[config.mk]
export PLATFORM = sky130hd
export DESIGN_NAME = rgbps_seq
export DESIGN_NICKNAME = d
export VERILOG_FILES = /design/src/hw/rgbps_pkg.sv /design/src/hw/rgbps_pwm.sv /design/src/hw/rgbps_seq.sv
export SDC_FILE = /design/constraint.sdc
export NUM_CORES = 1
export LEC_CHECK = 0
export ABC_AREA = 1
export BUFFER_PORTS_ARGS = -buffer_cell sky130_fd_sc_hd__buf_4
export CELL_PAD_IN_SITES_DETAIL_PLACEMENT = 2
export CELL_PAD_IN_SITES_GLOBAL_PLACEMENT = 2
export CORE_UTILIZATION = 37
export CTS_CLUSTER_DIAMETER = 80
export DETAILED_ROUTE_END_ITERATION = 12
export PLACE_DENSITY_LB_ADDON = 0.1
export SLEW_MARGIN = 40
export SYNTH_ARGS = -nofsm -noshare
export SYNTH_HDL_FRONTEND = slang
export SYNTH_HIERARCHICAL = 1
export SYNTH_SLANG_ARGS = --single-unit
[constraint.sdc]
create_clock -name mclk -period 5.2 [get_ports mclk]
set_input_delay 0.78 -clock mclk [delete_from_list [all_inputs] [get_ports mclk]]
set_output_delay 0.78 -clock mclk [all_outputs]
set_load 0.02 [all_outputs]
[src/hw/rgbps_pkg.sv]
// Package of constants and types for the RGB pattern sequencer
package rgbps_pkg;

   // ==========================================================
   // Clock and time base
   localparam int CLK_HZ = 20_000_000;
   localparam int TICK_TIME_US = 100;
   localparam int TICK_CYCLES = (CLK_HZ / 1_000_000) * TICK_TIME_US;

   // ==========================================================
   // Register map
   localparam logic [7:0] ADDR_SEQUENCER_CONTROL = 8'h11;
   localparam logic [7:0] ADDR_GROUP1_CURRENT_SCALE = 8'h12;
   localparam logic [7:0] ADDR_GROUP2_CURRENT_SCALE = 8'h13;
   localparam logic [7:0] ADDR_SEQUENCER_STATUS = 8'h14;
   localparam logic [7:0] ADDR_COMMAND_BASE = 8'h40;
   localparam logic [3:0] ADDR_COMMAND_PAGE = 4'h4;

   // Reset values
   localparam logic [2:0] CONTROL_RESET = 3'h0;
   localparam logic [5:0] SCALE_RESET = 6'h00;
   localparam logic [7:0] COMMAND_RESET = 8'h00;

   // Control bit positions
   localparam int CTRL_RUN_BIT = 2;
   localparam int CTRL_REPEAT_BIT = 1;
   localparam int CTRL_CURVE_BIT = 0;

   // Command byte field positions (low bit of each field)
   localparam int FIRST_RED_LSB = 5;
   localparam int FIRST_GREEN_LSB = 2;
   localparam int FIRST_HOLD_HI_LSB = 0;
   localparam int SECOND_HOLD_LO_LSB = 6;
   localparam int SECOND_BLUE_LSB = 3;
   localparam int SECOND_RAMP_LSB = 0;

   // ==========================================================
   // Intensity curves, percent of full scale
   localparam logic [6:0] CURVE0_PCT [8] = '{7'h00, 7'h07, 7'h0e, 7'h15,
                                             7'h20, 7'h2e, 7'h47, 7'h64};
   localparam logic [6:0] CURVE1_PCT [8] = '{7'h00, 7'h01, 7'h02, 7'h04,
                                             7'h0a, 7'h15, 7'h2e, 7'h64};

   // Step hold and ramp times in ms
   localparam int HOLD_TIME_MS [16] = '{197, 393, 590, 786, 983, 1180, 1376, 1573,
                                        1769, 1966, 2163, 2359, 2556, 2753, 2949, 3146};
   localparam int RAMP_TIME_MS [8] = '{0, 55, 110, 221, 442, 885, 1770, 3539};
   localparam int TICKS_PER_MS = 1000 / TICK_TIME_US;

   // PWM frame: 100 percent times four quarter-scale steps
   localparam logic [8:0] PWM_PERIOD = 9'h190;
   localparam int SLOT_COUNT = 8;

   // ==========================================================
   // Types
   typedef enum logic [2:0]
   {
      ST_IDLE = 3'b000,
      ST_LOAD = 3'b001,
      ST_RAMP = 3'b010,
      ST_HOLD = 3'b011,
      ST_DONE = 3'b100
   } rgbps_state_type;

   typedef struct packed
   {
      logic red;
      logic green;
      logic blue;
   } rgbps_rgb_type;

   typedef struct packed
   {
      logic [7:0] addr;
      logic [7:0] wdata;
      logic wr;
      logic rd;
   } rgbps_reg_req_type;

endpackage : rgbps_pkg

[src/hw/rgbps_pwm.sv]
// One PWM comparator stage with a registered output
`timescale 1ns/10ps
`default_nettype none

module rgbps_pwm #(
   parameter int WIDTH = 9
)(
   // Clock and reset
   input wire logic mclk,
   input wire logic rst_b,
   // Frame position and level
   input wire logic [WIDTH-1:0] count,
   input wire logic [WIDTH-1:0] duty,
   // Drive
   output logic pwm_out
);

   typedef struct packed
   {
      logic out;
   } rgbps_pwm_state_type;

   rgbps_pwm_state_type state;
   rgbps_pwm_state_type next_state;

   always_comb
   begin
      next_state = state;
      next_state.out = (count < duty);
   end

   always_ff @(posedge mclk)
   begin
      if (!rst_b)
      begin
         state <= '0;
      end
      else
      begin
         state <= next_state;
      end
   end

   assign pwm_out = state.out;

endmodule : rgbps_pwm

`default_nettype wire

[src/hw/rgbps_seq.sv]
// RGB pattern sequencer: registers, command engine, ramps and PWM drives
`timescale 1ns/10ps
`default_nettype none

module rgbps_seq
   import rgbps_pkg::*;
#(
   parameter int TICK_LEN = TICK_CYCLES
)(
   // Clock and reset
   input wire logic mclk,
   input wire logic rst_b,
   // Register port from the serial host interface
   input wire rgbps_reg_req_type reg_req,
   output logic [7:0] reg_rdata,
   // LED drives
   output rgbps_rgb_type group1_drive,
   output rgbps_rgb_type group2_drive,
   output logic seq_busy
);

   // ==========================================================
   // State
   typedef struct packed
   {
      logic [2:0] ctrl;
      logic [5:0] scale1;
      logic [5:0] scale2;
      logic [15:0][7:0] cmd;
      logic [7:0] rdata;
      rgbps_state_type st;
      logic [2:0] slot;
      logic run_d;
      logic [11:0] tick_cnt;
      logic [15:0] timer;
      logic [15:0] ramp_len;
      logic [2:0][6:0] cur;
      logic [2:0][6:0] tgt;
      logic [2:0][6:0] dlt;
      logic [2:0] up;
      logic [2:0][15:0] acc;
      logic [8:0] pwm_cnt;
      logic [5:0][8:0] duty;
      logic busy;
   } rgbps_seq_state_type;

   rgbps_seq_state_type state;
   rgbps_seq_state_type next_state;

   logic tick;
   logic [7:0] first_byte;
   logic [7:0] second_byte;
   logic [3:0] hold_code;
   logic [2:0] ramp_code;
   logic [2:0][2:0] colour_code;
   logic [15:0] hold_ticks;
   logic [15:0] ramp_ticks;
   logic [15:0] acc_sum;
   logic [5:0] scale;

   assign tick = (state.tick_cnt == 12'(TICK_LEN - 1));
   assign first_byte = state.cmd[{state.slot, 1'b0}];
   assign second_byte = state.cmd[{state.slot, 1'b1}];
   assign hold_code = {first_byte[FIRST_HOLD_HI_LSB +: 2],
                       second_byte[SECOND_HOLD_LO_LSB +: 2]};
   assign ramp_code = second_byte[SECOND_RAMP_LSB +: 3];
   assign colour_code[0] = first_byte[FIRST_RED_LSB +: 3];
   assign colour_code[1] = first_byte[FIRST_GREEN_LSB +: 3];
   assign colour_code[2] = second_byte[SECOND_BLUE_LSB +: 3];
   assign hold_ticks = 16'(HOLD_TIME_MS[hold_code] * TICKS_PER_MS);
   assign ramp_ticks = 16'(RAMP_TIME_MS[ramp_code] * TICKS_PER_MS);

   // ==========================================================
   // Next state
   always_comb
   begin
      next_state = state;
      acc_sum = '0;
      scale = '0;

      // Register writes and reads
      if (reg_req.wr)
      begin
         if (reg_req.addr == ADDR_SEQUENCER_CONTROL)
         begin
            next_state.ctrl = reg_req.wdata[2:0];
         end
         else if (reg_req.addr == ADDR_GROUP1_CURRENT_SCALE)
         begin
            next_state.scale1 = reg_req.wdata[5:0];
         end
         else if (reg_req.addr == ADDR_GROUP2_CURRENT_SCALE)
         begin
            next_state.scale2 = reg_req.wdata[5:0];
         end
         else if (reg_req.addr[7:4] == ADDR_COMMAND_PAGE)
         begin
            next_state.cmd[reg_req.addr[3:0]] = reg_req.wdata;
         end
      end
      if (reg_req.rd)
      begin
         if (reg_req.addr == ADDR_SEQUENCER_CONTROL)
         begin
            next_state.rdata = {5'h00, state.ctrl};
         end
         else if (reg_req.addr == ADDR_GROUP1_CURRENT_SCALE)
         begin
            next_state.rdata = {2'h0, state.scale1};
         end
         else if (reg_req.addr == ADDR_GROUP2_CURRENT_SCALE)
         begin
            next_state.rdata = {2'h0, state.scale2};
         end
         else if (reg_req.addr == ADDR_SEQUENCER_STATUS)
         begin
            next_state.rdata = {1'b0, state.st, state.busy, state.slot};
         end
         else if (reg_req.addr[7:4] == ADDR_COMMAND_PAGE)
         begin
            next_state.rdata = state.cmd[reg_req.addr[3:0]];
         end
         else
         begin
            next_state.rdata = 8'h00;
         end
      end

      // Time base, restarted at every command load
      next_state.tick_cnt = tick ? 12'h000 : state.tick_cnt + 12'h001;
      next_state.run_d = state.ctrl[CTRL_RUN_BIT];

      // Command engine
      if (!state.ctrl[CTRL_RUN_BIT])
      begin
         next_state.st = ST_IDLE;
         next_state.cur = '0;
         next_state.slot = 3'h0;
      end
      else
      begin
         unique case (state.st)
            ST_IDLE:
            begin
               if (!state.run_d)
               begin
                  next_state.st = ST_LOAD;
                  next_state.slot = 3'h0;
               end
            end
            ST_LOAD:
            begin
               next_state.tick_cnt = 12'h000;
               next_state.ramp_len = ramp_ticks;
               next_state.acc = '0;
               for (int c = 0; c < 3; c++)
               begin
                  // One curve choice for all three colours
                  next_state.tgt[c] = state.ctrl[CTRL_CURVE_BIT] ?
                                      CURVE1_PCT[colour_code[c]] :
                                      CURVE0_PCT[colour_code[c]];
                  next_state.up[c] = (next_state.tgt[c] > state.cur[c]);
                  next_state.dlt[c] = next_state.up[c] ?
                                      next_state.tgt[c] - state.cur[c] :
                                      state.cur[c] - next_state.tgt[c];
               end
               if (ramp_ticks == 16'h0000)
               begin
                  next_state.cur = next_state.tgt;
                  next_state.timer = hold_ticks;
                  next_state.st = ST_HOLD;
               end
               else
               begin
                  next_state.timer = ramp_ticks;
                  next_state.st = ST_RAMP;
               end
            end
            ST_RAMP:
            begin
               if (tick)
               begin
                  // Shortest ramp exceeds the largest step count, so one step per tick suffices
                  for (int c = 0; c < 3; c++)
                  begin
                     acc_sum = state.acc[c] + 16'(state.dlt[c]);
                     if (acc_sum >= state.ramp_len)
                     begin
                        next_state.acc[c] = acc_sum - state.ramp_len;
                        next_state.cur[c] = state.up[c] ? state.cur[c] + 7'h01 :
                                                          state.cur[c] - 7'h01;
                     end
                     else
                     begin
                        next_state.acc[c] = acc_sum;
                     end
                  end
                  next_state.timer = state.timer - 16'h0001;
                  if (state.timer == 16'h0001)
                  begin
                     next_state.cur = state.tgt;
                     next_state.timer = hold_ticks;
                     next_state.st = ST_HOLD;
                  end
               end
            end
            ST_HOLD:
            begin
               if (tick)
               begin
                  next_state.timer = state.timer - 16'h0001;
                  if (state.timer == 16'h0001)
                  begin
                     if (state.slot != 3'(SLOT_COUNT - 1))
                     begin
                        next_state.slot = state.slot + 3'h1;
                        next_state.st = ST_LOAD;
                     end
                     else if (state.ctrl[CTRL_REPEAT_BIT])
                     begin
                        next_state.slot = 3'h0;
                        next_state.st = ST_LOAD;
                     end
                     else
                     begin
                        next_state.st = ST_DONE;
                     end
                  end
               end
            end
            ST_DONE:
            begin
               next_state.st = ST_DONE;
            end
            default:
            begin
               next_state.st = ST_IDLE;
            end
         endcase
      end
      next_state.busy = (next_state.st != ST_IDLE) && (next_state.st != ST_DONE);

      // PWM frame and duty per channel
      next_state.pwm_cnt = (state.pwm_cnt == PWM_PERIOD - 9'h001) ?
                           9'h000 : state.pwm_cnt + 9'h001;
      for (int g = 0; g < 2; g++)
      begin
         scale = (g == 0) ? state.scale1 : state.scale2;
         for (int c = 0; c < 3; c++)
         begin
            next_state.duty[g * 3 + c] = 9'(state.cur[c] *
                                         (9'(scale[4 - 2 * c +: 2]) + 9'h001));
         end
      end
   end

   always_ff @(posedge mclk)
   begin
      if (!rst_b)
      begin
         state <= '0;
         state.ctrl <= CONTROL_RESET;
         state.scale1 <= SCALE_RESET;
         state.scale2 <= SCALE_RESET;
         state.cmd <= {16{COMMAND_RESET}};
         state.st <= ST_IDLE;
      end
      else
      begin
         state <= next_state;
      end
   end

   assign reg_rdata = state.rdata;
   assign seq_busy = state.busy;

   // ==========================================================
   // Six channel drives
   logic [5:0] drive;

   for (genvar i = 0; i < 6; i++)
   begin : gen_pwm
      rgbps_pwm #(.WIDTH(9)) u_pwm (
         .mclk(mclk),
         .rst_b(rst_b),
         .count(state.pwm_cnt),
         .duty(state.duty[i]),
         .pwm_out(drive[i])
      );
   end

   assign group1_drive = {drive[0], drive[1], drive[2]};
   assign group2_drive = {drive[3], drive[4], drive[5]};

endmodule : rgbps_seq

`default_nettype wire

---- Yosys cells after proc, flatten, opt, wreduce, memory -nomap -nowiden ----
Memory sizes are Yosys's and may differ from the RTL's.
Index checks and enable logic that the tools add are counted.
cells by class
  order comparisons ....................... 21
  multiply operators ...................... 8
  bitwise operators ....................... 9
  reduce and logical (&&, ||, !) cells .... 21
  equality and inequality tests ........... 23
  mux-type cells .......................... 72
  add/subtract/negate cells ............... 28
operator list
  kind                     number
  $mux W7                  24
  $bwmux W128              1
  $mux W16                 8
  $mux W32                 4
  $pmux W48 S2             1
  $mux W8                  9
  $mul A32 B4 Y15 const B  2
  $mux W21                 3
  $lt A9 B9 Y1             6
  $mul A7 B3 Y9            6
  $add A16 B7 Y16          3
  $bmux W8 S3              2
  $ge A16 B16 Y1           3
  $mux W48                 1
  $pmux W16 S3             1
  $sub A16 B16 Y16         3
  $mux W44                 1
  $pmux W21 S2             1
  $sub A7 B7 Y7            6
  $bmux W8 S4              1
  $demux W8 S4             1
  $eq A8 B5 Y1 const B     4
  $mux W6                  5
  $mux W12                 2
  other kinds (38)         84
word-level totals
  memory bits (read-only) ................. 1104
  output and inout port bits .............. 15
  register bits after elaboration ......... 385
  memories kept ........................... 8
memory list
  memory            depth  bits a word  rd ports  clocked after Yosys merged registers in  wr ports  RTL line          text
  (name not given)  16     32           1         0                                        0         rgbps_seq.sv:70   assign hold_ticks = 16'(HOLD_TIME_MS[hold_code] * TICKS_PER_MS);
  (name not given)  8      32           1         0                                        0         rgbps_seq.sv:71   assign ramp_ticks = 16'(RAMP_TIME_MS[ramp_code] * TICKS_PER_MS);
  (name not given)  8      7            1         0                                        0         rgbps_seq.sv:161  CURVE0_PCT[colour_code[c]];
  (name not given)  8      7            1         0                                        0         rgbps_seq.sv:160  CURVE1_PCT[colour_code[c]] :
  (name not given)  8      7            1         0                                        0         rgbps_seq.sv:161
  (name not given)  8      7            1         0                                        0         rgbps_seq.sv:160
  +2 memories       --     --           --        --                                       --        --

---- Longest topological paths before layout ----
  depth in word-level cells ............... 13
  gate-level depth with buffers ........... 32

---- Modules after synthesis ----
Netlist, hierarchy kept.
by module, submodules not included
  module     area each (um2)  times used  cells an instance
  rgbps_seq  27292.4          1           3977
  rgbps_pwm  255.2            6           41

---- Worst setup path before layout ----
OpenSTA, ideal clock, no wires.
  kind .................................... register -> register
  from .................................... reg state[224] (netlist bit)
  to ...................................... reg state[208] (netlist bit)
  path slack .............................. 0.828 ns
  period minus slack after synthesis ...... 4.372 ns
  cell stages (with the launch flop) ...... 28
  data arrival time ....................... 4.302 ns
  library setup time ...................... 0.070 ns
  path buffers ............................ 3
  cells stage by stage .................... dfxtp_1 > buf_4 > buf_2 > buf_1 > a21oi_1 > o21ai_0 > nand2_1 > inv_1 > o21ai_0 > inv_1 > ha_1 > nor2_1 > inv_1 > o21a_1 > o21ai_0 > inv_1 > ha_1 > ha_1 > inv_1 > fa_1 > o21ai_0 > nand2_1 > o211ai_1 > a21oi_1 > o21ai_0 > xor2_1 > a21oi_1 > a21oi_1
on the way
  word-level cells in the longest chain between the ends .. 10
  elaborated cells on any way between the ends .. 19
ends and longest elaborated chain
  item                                                                   RTL line                            text
  start: declaration                                                     rgbps_seq.sv:47                     rgbps_seq_state_type state;
  start signal: assignment                                               rgbps_seq.sv:270                    state <= next_state;
  $bmux W8 S3, on equally long branches                                  rgbps_seq.sv:63, rgbps_seq.sv:62
  $mux W8, on equally long branches                                      rgbps_seq.sv:63, rgbps_seq.sv:62
  $not A3 Y4 (implied by the code) / $not A4 Y5 (equally long branches)  rgbps_seq.sv:71, rgbps_seq.sv:70
  $mem_v2 Z8 W32 / $mem_v2 Z16 W32 (equally long branches)               --
  $mux W32, on equally long branches (2 in series)                       rgbps_seq.sv:71, rgbps_seq.sv:70
  $mul A32 B4 Y15, on equally long branches                              rgbps_seq.sv:71, rgbps_seq.sv:70
  $logic_not A16 Y1 / $mux W16 (equally long branches)                   rgbps_seq.sv:167, rgbps_seq.sv:199
  $mux W16, on equally long branches                                     rgbps_seq.sv:167, rgbps_seq.sv:181
  $pmux W16 S3 (*)                                                       rgbps_seq.sv:142                    unique case (state.st)
Mark *: on every way between the ends. The rest lies on a longest branch, timed or not. The select of a mux whose other input is x is not followed.
A chain may end at the register's enable or synchronous reset.

---- Worst setup path after layout ----
  from .................................... reg state[223] (netlist bit)
  to ...................................... reg state[208] (netlist bit)
Same word-level chain as after synthesis.

==> results by group <==
Floorplanning
  • Row count: 101
  • Total die area: 79020 µm²
  • Initial core utilization: 37.70%
  • IO Pins: 35
  • Die Y: 281.1 µm
  • Die X: 281.1 µm
  • Core box area: 76450 µm²

Pwr
  • Leak: 0.01490 µW
  • PwrDens: 217.7 nW/µm²
  • Switching share of total power: 25.27%
  • Combinational fraction of design power: 4.1%
  • Tot Pwr: 6942 µW
  • Worst IR Drop VDD: 0.2370 mV
  • Cell-internal power: 5188 µW
  • Clock power frac: 53.1%
  • Switching pwr: 1754 µW
  • Sequential power share: 42.8%

STA
  • Clk_skew: 0.04278 ns
  • Final setup fails: 0
  • Setup_tns: 0 ns
  • Worst slew margin: 46.79%
  • Final setup margin: 0.4180 ns
  • Unrepaired setup endpoints after global routing: false
  • Fin crit share: 91.96%
  • Worst slew pin tran: 0.7932 ns
  • Max Slew Vio Count: 0
  • Achievable clock frequency: 209.1 MHz
  • Final Hold Vio Count: 0
  • Fin crit period: 4.782 ns

Final layout
  • Commonest non-fill, non-tap cell in the layout: nand2_1
  • Layout net count: 4563
  • Fillers: 9239
  • Multi-input logic area: 17900 µm²
  • Antenna Diode Count: 0
  • Storage cell area: 7711 µm²
  • Most frequent cells in the layout: nand2_1, inv_1, a21oi_1, o21ai_0, dfxtp_1
  • Layout Utilization: 41.72%
  • Layout cells sized above 1: 5.283%
  • Area Overhead vs Synth: 10.65%

Detailed routing
  • DRT Pass-1 Iters: 5
  • Final WL: 110.3 mm
  • Vias: 28760
  • Drt drc: 0
  • Starting DRC count in detailed routing: 1135
  • Routed Antenna Nets: 0
  • Vias per cell: 5.457
  • WL/cell: 20.93 µm

Synth
  • Cell variety after synth: 54
  • Syn Inst Count: 4223
  • Sequential cell area fraction in the yosys report: 26.74%
  • Post-synth top flop: dfxtp_1
  • Ys async rst share: 0%
  • Avg Inst Size Synth: 6.825 µm²
  • Syn_nets: 4583
  • Yosys reg bits: 385
  • EDFF count, synth: 0
  • Synth Cell Area: 28820 µm²
  • Synth Warn #: 6

CTS
  • Htree depth: 2
  • Hold Buf Count CTS: 0
  • Sink Count: 385
  • Max Root-Sink Buffers: 3
  • CTS tree: built
  • CTS root buffer: clkbuf_16
  • Num CTS Buffers: 51
  • Worst skew pair latency: 0.64 ns
  • Clk pin slew, worst setup/hold paths: 0.07 ns
  • CTS resizes: 0
  • Setup Buffers After CTS: 0

Worst hold path
  • Hold Path Class: in2reg
  • Launch point of the worst hold path: reg_req[1]

Worst setup path
  • CP bufs+invs: 7
  • Critical path required time: 5.74 ns
  • Worst flop-to-flop path startpoint: state[223]
  • Critical Path Sink Type: flop
  • Critical path type: reg2reg
  • Crit path from: state[223]
  • CP Launch Type: flop
  • Worst path max stage delay: 0.41 ns
  • CP max-delay cell: fa_1
  • Worst Path Max Fanout: 24
  • Family with the most delay on the worst path: compound AO/OA/AOI/OAI gates
  • Worst EP arrival: 5.32 ns

Global routing
  • GRT Total Usage: 27.68%
  • Largest net degree at the start of global routing: 95
  • Vias in the first global route: 31350
  • Global-route wire length before repair: 173.7 mm
  • Grt ovf: 0
  • Initial antenna violation count: 0

Placed design
  • Input/output buffers: 34
  • Setup Slack @ Placement: 0.07083 ns
  • RD Place Congestion: 0.8401
  • DPL Wire Length: 82.52 mm

Job
  • Maxcap violations: 0

Outcome
  • Run status: finished, final reports clean
==> per-layer routing <==
metal / global-route usage [%] / wire, µm
met2: 48.46 / 53200
met4: 8.967 / 3289
met1: 35.17 / 50860
met3: 3.026 / 2983
met5: 0 / 0
==> path summary, 6_finish.rpt <==
kind / cells past startpoint / to / slack (ns)
setup / recovery: 26 / state[208] / 0.42
hold / removal: 2 / state[372] / 0.40
hold reg to reg: 1 / state[210] / 0.46
setup reg to reg: 26 / state[208] / 0.42
==> through the flow <==
stage | hold WS, ns | cell area [µm²] | cells
global placement | 0.4269 | 30100 | 5179
finish | 0.3957 | 31890 | 5270
CTS | 0.3557 | 31840 | 5269
floorplan | 0.4132 | 28820 | 4223
detailed placement | 0.4481 | 30130 | 5179
global route | 0.3937 | 31890 | 5270
==> synthesized netlist by cell type (all sizes together), types with 2 or more instances <==
cell,instances,area [µm²]
a211oi,32,240.2
a21boi,8,82.57
a21o,7,52.55
a21oi,446,2236
a221oi,10,87.58
a22o,2,17.52
a22oi,32,240.2
a31oi,16,100.1
and3,2,12.51
buf,50,281.5
clkbuf,110,412.9
clkinv,5,18.77
dfxtp,385,7707
fa,52,1041
ha,288,3603
inv,681,2556
nand2,815,3093
nand3,147,765.7
nand3b,11,82.58
nand4,37,231.5
nor2,315,1202
nor3,57,300.3
nor4,11,75.07
o211ai,41,307.8
o21a,12,90.09
o21ai,420,2110
o21bai,18,135.1
o221ai,23,201.4
o22ai,38,237.7
o311ai,3,26.28
o31ai,10,75.07
or2,6,37.54
xnor2,37,324.1
xor2,93,814.5
==> final cells by class <==
| class | count | area share, % |
|---|---|---|
| sequential | 385 | 24.18 |
| inverter | 686 | 8.109 |
| tap | 1030 | 4.041 |
| multi-input combinational | 2992 | 56.12 |
| clock buffer | 67 | 4.378 |
| clock inverter | 23 | 1.000 |
| timing repair buffer | 87 | 2.177 |
==> cells by family (layout without fill, tap and decap cells) <==
group,count (synthesis),after routing,share of synthesized area [%]
flip-flops,385,385,26.74
AO/OA/AOI/OAI,1119,1119,21.68
adder cells (fa/ha/maj),340,340,16.11
buffers and inverters,846,863,11.34
AND/OR/NAND/NOR,1403,1403,20.17
XOR/XNOR,130,130,3.950
==> state kept, by name, summed over array words and instances, names as in the netlist <==
| name | cells |
|---|---|
| reg_rdata | 8 |
| state | 363 |
| scale | 6 |
| seq_busy | 1 |
| next_state | 1 |
| gen_pwm.u_pwm/pwm_out | 6 |
==> power groups by stage <==
stage / combinational [µW] / clock [µW] / sequential (µW)
floorplan: 159 / 0 / 3040
global placement: 271 / 0 / 3040
detailed placement: 279 / 0 / 3040
CTS: 281 / 3780 / 2970
global route: 305 / 3870 / 2970
finish: 281 / 3690 / 2970
==> worst reg2reg max path, cell delays in order, from the launching register on <==
cell      delay [ns]
dfxtp_2         0.38
inv_6           0.18
buf_4           0.27
nor2_1          0.06
o21ai_0         0.17
nand2_1         0.07
o21ai_1         0.22
inv_2           0.13
ha_1            0.24
nor2_1          0.15
inv_1           0.08
o21a_1          0.12
o21ai_0         0.18
buf_4           0.17
inv_1           0.04
ha_1            0.28
ha_1            0.19
inv_1           0.06
fa_1            0.41
o21ai_1         0.22
nand2_1         0.07
o211ai_1        0.14
a21oi_1         0.12
o21ai_0         0.20
xor2_1          0.25
a21oi_1         0.11
a21oi_1         0.14
(Power assumes the default switching activity.)
